==> config.mk <==
export PLATFORM = sky130hd
export DESIGN_NAME = fz_fan_ctrl
export DESIGN_NICKNAME = d
export VERILOG_FILES = /design/src/inc/fz_pkg.sv /design/src/logic/fz_smoother.sv /design/src/logic/fz_fan_ctrl.sv
export VERILOG_INCLUDE_DIRS = /design/src /design/src/inc
export SDC_FILE = /design/constraint.sdc
export NUM_CORES = 2
export LEC_CHECK = 0
export BUFFER_PORTS_ARGS = -buffer_cell sky130_fd_sc_hd__clkbuf_2
export CORE_ASPECT_RATIO = 0.9
export CORE_MARGIN = 10
export CORE_UTILIZATION = 30
export DETAILED_ROUTE_END_ITERATION = 12
export SYNTH_ARGS = -nofsm -noshare
export SYNTH_HDL_FRONTEND = slang
export SYNTH_SLANG_ARGS = --single-unit
==> constraint.sdc <==
create_clock -name core_clk_in -period 11.77 [get_ports core_clk_in]
set_input_delay 0.5885 -clock core_clk_in [delete_from_list [all_inputs] [get_ports core_clk_in]]
set_output_delay 0.5885 -clock core_clk_in [all_outputs]
set_load 0.02 [all_outputs]
==> src/inc/fz_defines.svh <==
`ifndef FZ_DEFINES_SVH
`define FZ_DEFINES_SVH
// ----------------------------------------
// register offsets
// ----------------------------------------
`define FZ_A_REPORT   8'h00
`define FZ_A_CEIL1    8'h38
`define FZ_A_CEIL2    8'h39
`define FZ_A_CEIL3    8'h3a
`define FZ_A_LIM4     8'h3b
`define FZ_A_R3C      8'h3c
`define FZ_A_CFG1     8'h5c
`define FZ_A_CFG2     8'h5d
`define FZ_A_CFG3     8'h5e
`define FZ_A_R62      8'h62
`define FZ_A_R63      8'h63
`define FZ_A_FLOOR1   8'h64
`define FZ_A_FLOOR2   8'h65
`define FZ_A_FLOOR3   8'h66
`define FZ_A_LIM1     8'h67
`define FZ_A_LIM2     8'h68
`define FZ_A_LIM3     8'h69
// ----------------------------------------
// reset values
// ----------------------------------------
`define FZ_RST_CEIL   8'hff
`define FZ_RST_FLOOR  8'h80
`define FZ_RST_LIM    8'h5a
`define FZ_RST_LIM4   8'he0
`define FZ_RST_R3C    8'hc3
`define FZ_RST_R62    8'h00
`define FZ_RST_R63    8'h00
`define FZ_RST_CFG    8'h62
`define FZ_ABS_OFF    8'h80
`define FZ_DUTY_FULL  8'hff
`define FZ_PWM_TOP    8'hfe
// ----------------------------------------
// timing
// ----------------------------------------
`define FZ_CLK_KHZ    25000
`define FZ_TICK_MS    1
`define FZ_TICK_CYC   (`FZ_CLK_KHZ * `FZ_TICK_MS)
`define FZ_SPIN_MS0   12'd0
`define FZ_SPIN_MS1   12'd100
`define FZ_SPIN_MS2   12'd250
`define FZ_SPIN_MS3   12'd400
`define FZ_SPIN_MS4   12'd700
`define FZ_SPIN_MS5   12'd1000
`define FZ_SPIN_MS6   12'd2000
`define FZ_SPIN_MS7   12'd4000
// smoothing step time in tenths of a second
`define FZ_SM_DS0     350
`define FZ_SM_DS1     176
`define FZ_SM_DS2     118
`define FZ_SM_DS3     70
`define FZ_SM_DS4     44
`define FZ_SM_DS5     30
`define FZ_SM_DS6     16
`define FZ_SM_DS7     8
// filter updates per step time, and shift of the averager
`define FZ_SM_STEPS   16
`define FZ_SM_SHIFT   2
`endif

==> src/inc/fz_pkg.sv <==
package fz_pkg;
    typedef logic signed [7:0] fz_temp_t;
    typedef enum logic [2:0] {
        FZ_M_Z1, FZ_M_Z2, FZ_M_Z3, FZ_M_FULL,
        FZ_M_OFF, FZ_M_HOT23, FZ_M_HOT123, FZ_M_MANUAL
    } fz_mode_t;
    typedef struct packed {
        fz_mode_t    mode;
        logic        pwm_polarity_invert;
        logic        alt;
        logic [2:0]  spin;
    } fz_fan_cfg_t;
    typedef struct packed {
        logic signed [15:0] acc;
        logic [15:0]        cnt;
    } fz_smooth_t;
    typedef struct packed {
        fz_fan_cfg_t [2:0]   cfg;
        logic [2:0][7:0]     ceil;
        logic [2:0][7:0]     floor;
        logic [3:0][7:0]     lim;
        logic [7:0]          r62;
        logic [7:0]          r63;
        logic [7:0]          r3c;
        logic [2:0][7:0]     duty;
        logic [2:0][11:0]    spin_cnt;
        logic [2:0]          running;
        logic [3:0]          over;
        logic [7:0]          report;
        logic [7:0]          pwm_cnt;
        logic [15:0]         tick_cnt;
        logic                tick;
        logic [7:0]          rdata;
        logic [2:0]          pwm;
    } fz_state_t;
endpackage

==> src/logic/fz_smoother.sv <==
`timescale 1ns/1ps
`include "fz_defines.svh"
module fz_smoother
    import fz_pkg::*;
(
    input  wire logic       core_clk_in,
    input  wire logic       nrst_in,
    input  wire logic       tick_in,
    input  wire logic       en_in,
    input  wire logic [2:0] sel_in,
    input  wire fz_temp_t   temp_in,
    output fz_temp_t        temp_out
);
    fz_smooth_t       s;
    fz_smooth_t       next_s;
    logic [15:0]      interval;
    logic signed [15:0] target;

    // ----------------------------------------
    // update interval in ms per step time
    // ----------------------------------------
    always_comb begin
        unique case (sel_in)
            3'd0: interval = 16'(`FZ_SM_DS0 * 100 / `FZ_SM_STEPS);
            3'd1: interval = 16'(`FZ_SM_DS1 * 100 / `FZ_SM_STEPS);
            3'd2: interval = 16'(`FZ_SM_DS2 * 100 / `FZ_SM_STEPS);
            3'd3: interval = 16'(`FZ_SM_DS3 * 100 / `FZ_SM_STEPS);
            3'd4: interval = 16'(`FZ_SM_DS4 * 100 / `FZ_SM_STEPS);
            3'd5: interval = 16'(`FZ_SM_DS5 * 100 / `FZ_SM_STEPS);
            3'd6: interval = 16'(`FZ_SM_DS6 * 100 / `FZ_SM_STEPS);
            3'd7: interval = 16'(`FZ_SM_DS7 * 100 / `FZ_SM_STEPS);
        endcase
    end

    // ----------------------------------------
    // first-order recursive averager
    // ----------------------------------------
    always_comb begin
        next_s = s;
        target = {temp_in, 8'h00};
        if (!en_in) begin
            next_s.acc = target;
            next_s.cnt = 16'h0000;
        end else if (tick_in) begin
            if (s.cnt + 16'h0001 >= interval) begin
                next_s.cnt = 16'h0000;
                next_s.acc = s.acc + ((target - s.acc) >>> `FZ_SM_SHIFT);
            end else begin
                next_s.cnt = s.cnt + 16'h0001;
            end
        end
    end

    always_ff @(posedge core_clk_in or negedge nrst_in) begin
        if (!nrst_in) begin
            s <= '0;
        end else begin
            s <= next_s;
        end
    end

    assign temp_out = s.acc[15:8];
endmodule // fz_smoother

==> src/logic/fz_fan_ctrl.sv <==
`timescale 1ns/1ps
`include "fz_defines.svh"
// What this block does
// - invert clear holds full duty output high; invert set holds it low.
// - a fan starting from standstill runs full duty for the spin-up time.
// - three-bit spin-up field selects 0 to 4000 ms.
// - read-only report at offset zero: fan 3, 2, 1 zones high to low.
// - zone codes 1=01, 2=10, 3=11, 4=00; hottest modes show chosen zone.
// - fixed zone or manual control reports 00.
// - writes to the report register are ignored.
// - below the limit duty is zero, or the minimum when floor-select is set.
// - each zone has its own smoothing enable bit.
// - three-bit field sets smoothing step time, 35 s down to 0.8 s.
// - readings keep first-filter values; second filter feeds fan control.
// - minimum duty applies at the limit; resets to 80h.
// - automatic duty exceeds the ceiling register, reset FFh, only under the absolute-maximum override.
// - above the chosen zone's absolute maximum the ceiling is overridden to full duty.
// - override ends once temperature falls below the limit minus the hysteresis, or when the limit is set to 80h.
// - fan turns on at the limit and ramps above it.
// - limits are signed degrees; zones 1-3 reset 5Ah, zone 4 E0h.
// - lock makes all these configuration registers read-only.
// - duty scales linearly, 00h is 0 percent and FFh 100 percent.
// - hottest-of picks the zone with larger computed duty.
// - absolute limit 80h disables the override.
module fz_fan_ctrl
    import fz_pkg::*;
#(
    parameter int          TICK_CYCLES = `FZ_TICK_CYC,
    parameter logic [7:0]  RAMP_STEP   = 8'h10
)(
    input  wire logic            core_clk_in,
    input  wire logic            nrst_in,
    input  wire logic [7:0]      reg_addr_in,
    input  wire logic            reg_wr_in,
    input  wire logic [7:0]      reg_wdata_in,
    input  wire logic            lock_in,
    input  wire fz_temp_t [3:0]  zone_temp_in,
    input  wire fz_temp_t [3:0]  zone_abs_limit_in,
    input  wire logic [3:0][3:0] zone_hyst_in,
    input  wire logic [2:0][7:0] manual_duty_in,
    output logic [7:0]           reg_rdata_out,
    output logic [2:0]           pwm_out,
    output logic [2:0][7:0]      fan_duty_out,
    output fz_temp_t [3:0]       zone_ctrl_temp_out
);
    fz_state_t          st;
    fz_state_t          next_st;
    fz_temp_t [3:0]     ztemp;
    logic [3:0]         sm_en;
    logic [3:0][2:0]    sm_sel;
    logic [2:0]         floor_sel;

    // ----------------------------------------
    // smoothing field decode
    // ----------------------------------------
    assign floor_sel = st.r62[7:5];
    assign sm_en     = {st.r3c[3], st.r63[3], st.r63[7], st.r62[3]};
    assign sm_sel    = {st.r3c[2:0], st.r63[2:0], st.r63[6:4], st.r62[2:0]};

    // ----------------------------------------
    // second filter per zone
    // ----------------------------------------
    for (genvar z = 0; z < 4; z++) begin : g_zone
        fz_smoother u_sm (
            .core_clk_in (core_clk_in),
            .nrst_in     (nrst_in),
            .tick_in     (st.tick),
            .en_in       (sm_en[z]),
            .sel_in      (sm_sel[z]),
            .temp_in     (zone_temp_in[z]),
            .temp_out    (ztemp[z])
        );
    end

    // ----------------------------------------
    // linear duty for one zone
    // ----------------------------------------
    function automatic logic [7:0] zone_duty(
        input fz_temp_t   t,
        input fz_temp_t   lim,
        input logic [7:0] fl,
        input logic       fsel
    );
        logic signed [8:0] diff;
        logic [16:0]       prod;
        logic [17:0]       sum;
        diff = 9'(t) - 9'(lim);
        prod = 17'(diff[7:0]) * 17'(RAMP_STEP);
        sum  = 18'(prod) + 18'(fl);
        if (diff < 0) begin
            zone_duty = fsel ? fl : 8'h00;
        end else if (sum > 18'(`FZ_DUTY_FULL)) begin
            zone_duty = `FZ_DUTY_FULL;
        end else begin
            zone_duty = sum[7:0];
        end
    endfunction

    function automatic logic [11:0] spin_ms(input logic [2:0] sel);
        unique case (sel)
            3'd0: spin_ms = `FZ_SPIN_MS0;
            3'd1: spin_ms = `FZ_SPIN_MS1;
            3'd2: spin_ms = `FZ_SPIN_MS2;
            3'd3: spin_ms = `FZ_SPIN_MS3;
            3'd4: spin_ms = `FZ_SPIN_MS4;
            3'd5: spin_ms = `FZ_SPIN_MS5;
            3'd6: spin_ms = `FZ_SPIN_MS6;
            3'd7: spin_ms = `FZ_SPIN_MS7;
        endcase
    endfunction

    // ----------------------------------------
    // next state
    // ----------------------------------------
    logic [2:0][3:0][7:0] zd;
    logic [3:0]           cand;
    logic                 hot;
    logic                 fixed_full;
    logic                 fixed_off;
    logic                 manual;
    logic [1:0]           pick;
    logic [7:0]           best;
    logic [7:0]           target;
    logic signed [9:0]    release_at;
    logic                 wr_ok;

    always_comb begin
        next_st    = st;
        cand       = 4'h0;
        hot        = 1'b0;
        fixed_full = 1'b0;
        fixed_off  = 1'b0;
        manual     = 1'b0;
        pick       = 2'd0;
        best       = 8'h00;
        target     = 8'h00;
        release_at = 10'sd0;
        zd         = '0;
        wr_ok      = reg_wr_in && !lock_in;

        // ----------------------------------------
        // ms tick divider
        // ----------------------------------------
        next_st.tick = 1'b0;
        if (st.tick_cnt >= 16'(TICK_CYCLES - 1)) begin
            next_st.tick_cnt = 16'h0000;
            next_st.tick     = 1'b1;
        end else begin
            next_st.tick_cnt = st.tick_cnt + 16'h0001;
        end

        // ----------------------------------------
        // pwm period counter, 255 steps so FFh never drops low
        // ----------------------------------------
        if (st.pwm_cnt >= `FZ_PWM_TOP) begin
            next_st.pwm_cnt = 8'h00;
        end else begin
            next_st.pwm_cnt = st.pwm_cnt + 8'h01;
        end

        // ----------------------------------------
        // absolute-maximum override per zone
        // ----------------------------------------
        for (int z = 0; z < 4; z++) begin
            release_at = 10'(zone_abs_limit_in[z]) - 10'(signed'({1'b0, zone_hyst_in[z]}));
            if (zone_abs_limit_in[z] == `FZ_ABS_OFF) begin
                next_st.over[z] = 1'b0;
            end else if (ztemp[z] > zone_abs_limit_in[z]) begin
                next_st.over[z] = 1'b1;
            end else if (10'(ztemp[z]) < release_at) begin
                next_st.over[z] = 1'b0;
            end
        end

        for (int f = 0; f < 3; f++) begin
            for (int z = 0; z < 4; z++) begin
                zd[f][z] = zone_duty(ztemp[z], st.lim[z], st.floor[f], floor_sel[f]);
            end
            cand       = 4'h0;
            hot        = 1'b0;
            fixed_full = 1'b0;
            fixed_off  = 1'b0;
            manual     = 1'b0;
            if (st.cfg[f].alt) begin
                unique case (st.cfg[f].mode)
                    FZ_M_Z1: cand = 4'h8;
                    FZ_M_Z2: begin
                        cand = 4'hf;
                        hot  = 1'b1;
                    end
                    default: fixed_full = 1'b1;
                endcase
            end else begin
                unique case (st.cfg[f].mode)
                    FZ_M_Z1:     cand = 4'h1;
                    FZ_M_Z2:     cand = 4'h2;
                    FZ_M_Z3:     cand = 4'h4;
                    FZ_M_FULL:   fixed_full = 1'b1;
                    FZ_M_OFF:    fixed_off = 1'b1;
                    FZ_M_HOT23: begin
                        cand = 4'h6;
                        hot  = 1'b1;
                    end
                    FZ_M_HOT123: begin
                        cand = 4'h7;
                        hot  = 1'b1;
                    end
                    FZ_M_MANUAL: manual = 1'b1;
                endcase
            end

            // ----------------------------------------
            // choose zone by larger computed duty
            // ----------------------------------------
            pick = 2'd0;
            best = 8'h00;
            for (int z = 0; z < 4; z++) begin
                if (cand[z] && (best == 8'h00 || zd[f][z] > best)) begin
                    best = zd[f][z];
                    pick = 2'(z);
                end
            end

            if (fixed_full) begin
                target = `FZ_DUTY_FULL;
            end else if (fixed_off) begin
                target = 8'h00;
            end else if (manual) begin
                target = manual_duty_in[f];
            end else if (st.over[pick]) begin
                target = `FZ_DUTY_FULL;
            end else if (best > st.ceil[f]) begin
                target = st.ceil[f];
            end else begin
                target = best;
            end
            next_st.duty[f] = target;

            // ----------------------------------------
            // zone report: hottest modes only
            // ----------------------------------------
            next_st.report[2*f+2 +: 2] = hot ? 2'(pick + 2'd1) : 2'b00;

            // ----------------------------------------
            // spin-up from standstill
            // ----------------------------------------
            next_st.running[f] = (target != 8'h00);
            if (target != 8'h00 && !st.running[f]) begin
                next_st.spin_cnt[f] = spin_ms(st.cfg[f].spin);
            end else if (target == 8'h00) begin
                next_st.spin_cnt[f] = 12'h000;
            end else if (st.tick && st.spin_cnt[f] != 12'h000) begin
                next_st.spin_cnt[f] = st.spin_cnt[f] - 12'h001;
            end

            // ----------------------------------------
            // output compare then polarity
            // ----------------------------------------
            if (st.spin_cnt[f] != 12'h000) begin
                next_st.pwm[f] = 1'b1 ^ st.cfg[f].pwm_polarity_invert;
            end else begin
                next_st.pwm[f] = (st.pwm_cnt < st.duty[f]) ^ st.cfg[f].pwm_polarity_invert;
            end
        end
        next_st.report[1:0] = 2'b00;

        // ----------------------------------------
        // register writes; report offset has no write path
        // ----------------------------------------
        if (wr_ok) begin
            unique case (reg_addr_in)
                `FZ_A_CEIL1:  next_st.ceil[0]  = reg_wdata_in;
                `FZ_A_CEIL2:  next_st.ceil[1]  = reg_wdata_in;
                `FZ_A_CEIL3:  next_st.ceil[2]  = reg_wdata_in;
                `FZ_A_LIM4:   next_st.lim[3]   = reg_wdata_in;
                `FZ_A_R3C:    next_st.r3c      = reg_wdata_in;
                `FZ_A_CFG1:   next_st.cfg[0]   = reg_wdata_in;
                `FZ_A_CFG2:   next_st.cfg[1]   = reg_wdata_in;
                `FZ_A_CFG3:   next_st.cfg[2]   = reg_wdata_in;
                `FZ_A_R62:    next_st.r62      = {reg_wdata_in[7:5], 1'b0, reg_wdata_in[3:0]};
                `FZ_A_R63:    next_st.r63      = reg_wdata_in;
                `FZ_A_FLOOR1: next_st.floor[0] = reg_wdata_in;
                `FZ_A_FLOOR2: next_st.floor[1] = reg_wdata_in;
                `FZ_A_FLOOR3: next_st.floor[2] = reg_wdata_in;
                `FZ_A_LIM1:   next_st.lim[0]   = reg_wdata_in;
                `FZ_A_LIM2:   next_st.lim[1]   = reg_wdata_in;
                `FZ_A_LIM3:   next_st.lim[2]   = reg_wdata_in;
                default: ;
            endcase
        end

        // ----------------------------------------
        // registered read data
        // ----------------------------------------
        unique case (reg_addr_in)
            `FZ_A_REPORT: next_st.rdata = st.report;
            `FZ_A_CEIL1:  next_st.rdata = st.ceil[0];
            `FZ_A_CEIL2:  next_st.rdata = st.ceil[1];
            `FZ_A_CEIL3:  next_st.rdata = st.ceil[2];
            `FZ_A_LIM4:   next_st.rdata = st.lim[3];
            `FZ_A_R3C:    next_st.rdata = st.r3c;
            `FZ_A_CFG1:   next_st.rdata = st.cfg[0];
            `FZ_A_CFG2:   next_st.rdata = st.cfg[1];
            `FZ_A_CFG3:   next_st.rdata = st.cfg[2];
            `FZ_A_R62:    next_st.rdata = st.r62;
            `FZ_A_R63:    next_st.rdata = st.r63;
            `FZ_A_FLOOR1: next_st.rdata = st.floor[0];
            `FZ_A_FLOOR2: next_st.rdata = st.floor[1];
            `FZ_A_FLOOR3: next_st.rdata = st.floor[2];
            `FZ_A_LIM1:   next_st.rdata = st.lim[0];
            `FZ_A_LIM2:   next_st.rdata = st.lim[1];
            `FZ_A_LIM3:   next_st.rdata = st.lim[2];
            default:      next_st.rdata = 8'h00;
        endcase
    end

    // ----------------------------------------
    // state register
    // ----------------------------------------
    always_ff @(posedge core_clk_in or negedge nrst_in) begin
        if (!nrst_in) begin
            st          <= '0;
            st.cfg      <= {3{`FZ_RST_CFG}};
            st.ceil     <= {3{`FZ_RST_CEIL}};
            st.floor    <= {3{`FZ_RST_FLOOR}};
            st.lim      <= {`FZ_RST_LIM4, {3{`FZ_RST_LIM}}};
            st.r62      <= `FZ_RST_R62;
            st.r63      <= `FZ_RST_R63;
            st.r3c      <= `FZ_RST_R3C;
        end else begin
            st <= next_st;
        end
    end

    // ----------------------------------------
    // outputs
    // ----------------------------------------
    assign reg_rdata_out      = st.rdata;
    assign pwm_out            = st.pwm;
    assign fan_duty_out       = st.duty;
    assign zone_ctrl_temp_out = ztemp;
endmodule // fz_fan_ctrl

==> flow_metrics.env <==
export IMPL_die_w_um=384.7
export IMPL_dp_cells=6022
export IMPL_status="completed"
export IMPL_cts_htree_levels=2
export IMPL_grt_start_max_net_pins=159
export IMPL_die_y_um=348.3
export IMPL_power_density_nw_per_um2=112.3
export IMPL_coreArea_um2=118900
export IMPL_clockRootBuffer="clkbuf_16"
export IMPL_synth_top_area_share_pct=21.53
export IMPL_vias_per_cell=5.404
export IMPL_max_cap_viol_count=0
export IMPL_synth_cells=4317
export IMPL_ant_nets=0
export IMPL_criticalPathCategory="flop to flop"
export IMPL_min_to="st[46]"
export IMPL_grt_use_total_pct=17.66
export IMPL_critical_path_max_fanout=7
export IMPL_p_leak_uw=0.01871
export IMPL_wl_mm=123.7
export IMPL_numCtsBuffers=44
export IMPL_cts_buffer_depth=3
export IMPL_stdcell_count=6129
export IMPL_grt_pass1_vias=31464
export IMPL_nets=5106
export IMPL_initial_core_util_pct=30.21
export IMPL_grt_pass1_wl_mm=188.1
export IMPL_critical_path_top_delay_family="compound AO/OA/AOI/OAI gates"
export IMPL_min_period_ns=11.28
export IMPL_start_kind="flop"
export IMPL_clock_skew_ns=0.02999
export IMPL_clk_latency_ns=0.61
export IMPL_layout_drive_gt1_share_pct=15.98
export IMPL_ys_ff_latch=364
export IMPL_num_fill_cells=12413
export IMPL_worst_path_buf_inv=10
export IMPL_setup_violations=0
export IMPL_syn_area_um2=35920
export IMPL_io_pins=191
export IMPL_hp_start="zone_abs_limit_in[23]"
export IMPL_port_buffers=190
export IMPL_layout_common_cells="ha_1 (448), nand2_1 (347), o21ai_0 (336)"
export IMPL_setup_worst_path_end_class="flop"
export IMPL_drc=0
export IMPL_r2r_end="st[67]"
export IMPL_clk_pin_slew_ns=0.06
export IMPL_num_rows=120
export IMPL_ys_flop_type="dfrtp_1"
export IMPL_yosysUniqueCellTypes=101
export IMPL_wl_per_cell_um=20.18
export IMPL_avgSynthCellArea_um2=8.320
export IMPL_place_congestion=0.9808
export IMPL_seq_area_frac_synth_pct=25.55
export IMPL_ir_drop_uv=70.73
export IMPL_place_ws_ns=-0.2224
export IMPL_hp_class="primary input to flop"
export IMPL_grt_ovfl_total=0
export IMPL_design_area_um2=41100
export IMPL_post_route_period_util_pct=95.83
export IMPL_ys_top_cells_by_area="dfrtp_1 (22%), ha_1 (16%), o21ai_0 (4.9%), dfstp_2 (4.0%), mux2_2 (3.8%)"
export IMPL_n_antenna_cell=0
export IMPL_firstDrtPassIters=8
export IMPL_cts_sinks=364
export IMPL_reg2reg_from="st[138]"
export IMPL_cpMostUsedCell="buf_4"
export IMPL_critPathSlowestCell="or4_4"
export IMPL_setup_ws_ns=0.4910
export IMPL_syn_num_nets=4916
export IMPL_yosys_area_top_type="dfrtp_1"
export IMPL_place_area_um2=38870
export IMPL_hold_viol_final=0
export IMPL_antenna_found_initial=6
export IMPL_synthArstFlopShare_pct=100.0
export IMPL_maxSlewViolCount=0
export IMPL_regToRegSetupSlack_ns=0.49
export IMPL_hold_depth=2
export IMPL_areaGrowthSynthToFinish_pct=14.43
export IMPL_dpl_hpwl_mm=96.89
export IMPL_crit_required_ns=12.22
export IMPL_cp_arrival_ns=11.73
export IMPL_tightest_slew_ns=1.359
export IMPL_dieArea_um2=134000
export IMPL_drtIter0Drc=2854
export IMPL_final_common_cell="ha_1"
export IMPL_yosys_warnings=0
export IMPL_num_vias=33122
export IMPL_clock_fmax_ghz=0.08866
export IMPL_reg2regPathDepth=60
export IMPL_max_stage_delay_ns=0.64
export IMPL_synth_edff_count=0
export IMPL_worstSetupStartpoint="st[138]"
export IMPL_max_slew_margin_pct=8.453
export IMPL_p_total_uw=4615
export IMPL_fin_util_pct=34.56
export IMPL_cts_tree="built"
[cell usage after synthesis (all sizes together) (33+ instances only)]
cell type,number
ha,451
o21ai,362
nand2,349
nor2,337
inv,314
dfrtp,309
a21oi,269
xnor2,133
mux2,121
clkbuf,118
nand3,101
a21o,96
nand2b,93
nor2b,92
nor3,85
buf,84
xor2,77
mux2i,75
o21a,72
dfstp,55
a22oi,51
and2,45
nor4,42
o31ai,42
and3,41
a211oi,39
a21boi,33
nand4,33
[metal layers]
metal | vias to the layer above | wire length [µm] | GRT usage, % | part of all wire, %
met5 | - | 72 | 0 | 0.058
met1 | 15885 | 55980 | 24.15 | 45
met4 | 10 | 4199 | 5.703 | 3.4
li1 | 15913 | - | - | -
met2 | 1077 | 54770 | 27.90 | 44
met3 | 237 | 8681 | 3.190 | 7.0
[flip-flops by register name (all words and copies together), names as in the netlist]
| signal | count |
|---|---|
| st | 182 |
| floor_sel | 3 |
| pwm_out | 3 |
| g_zone.u_sm.s | 96 |
| g_zone.u_sm.temp_out | 32 |
| sm_sel | 12 |
| reg_rdata_out | 8 |
| sm_en | 4 |
| fan_duty_out | 24 |
[final cells by class]
class	count	area [µm²]	share of cell area, %
clock buffers	60	1231	2.995
clock inverters	22	292.8	0.7123
inverters	318	1194	2.904
multi-input cells	3435	25030	60.89
flip-flops and latches	364	9179	22.33
well taps	1586	1984	4.828
repair buffers	344	2195	5.339
[metrics by stage]
step                TNS, ns  hold WS, ns
CTS                       0       0.1979
finish                    0       0.2206
detailed placement   -4.293       0.4918
floorplan                 0       0.2929
global placement    -0.8913       0.4879
global route         -1.647       0.2254
[where the power goes]
group | leakage, µW | internal (µW) | total [µW] | switching, µW
Clock | 0.000731 | 851 | 1460 | 606
Sequential | 0.00451 | 1350 | 1480 | 137
Combinational | 0.0135 | 690 | 1670 | 984
Total | 0.0187 | 2890 | 4610 | 1730
[cell families after synthesis]
logic type,count (synthesis),share of synthesized area [%]
compound gates,1229,22.13
xor+xnor,210,5.121
other cells,1,0.01044
mux,196,5.894
fa+ha+maj,475,17.05
buf+inv,520,6.200
simple gates,1322,18.05
flops,364,25.55
[what timing repair did]
action,CTS,global route
cloned,0,5
endpoints found under the setup margin,26,63
pin swaps,2,34
setup buffers,2,17
resized for setup,6,122
hold endpoints to repair,50,0
hold buffers,1,0
[worst max path at each step]
stage | endpoint | slack (ns) | depth (start not counted)
finish | st[67] | 0.49 | 60
global route | st[67] | -0.14 | 60
CTS | st[77] | 0.02 | 59
detailed placement | st[72] | -0.22 | 58
global placement | st[70] | -0.1 | 58
floorplan | st[79] | 0.06 | 63
[worst register-to-register path, delay by kind of cell, from the launching register on]
family	cells	cell delay [ns]
buffers and inverters	10	1.51
flip-flops	1	0.56
AND/OR/NAND/NOR	12	1.95
adder cells (fa/ha/maj)	6	1.73
AO/OA/AOI/OAI	31	5.22
multiplexers	1	0.14
Note: power is estimated with default switching activity, not from simulation.
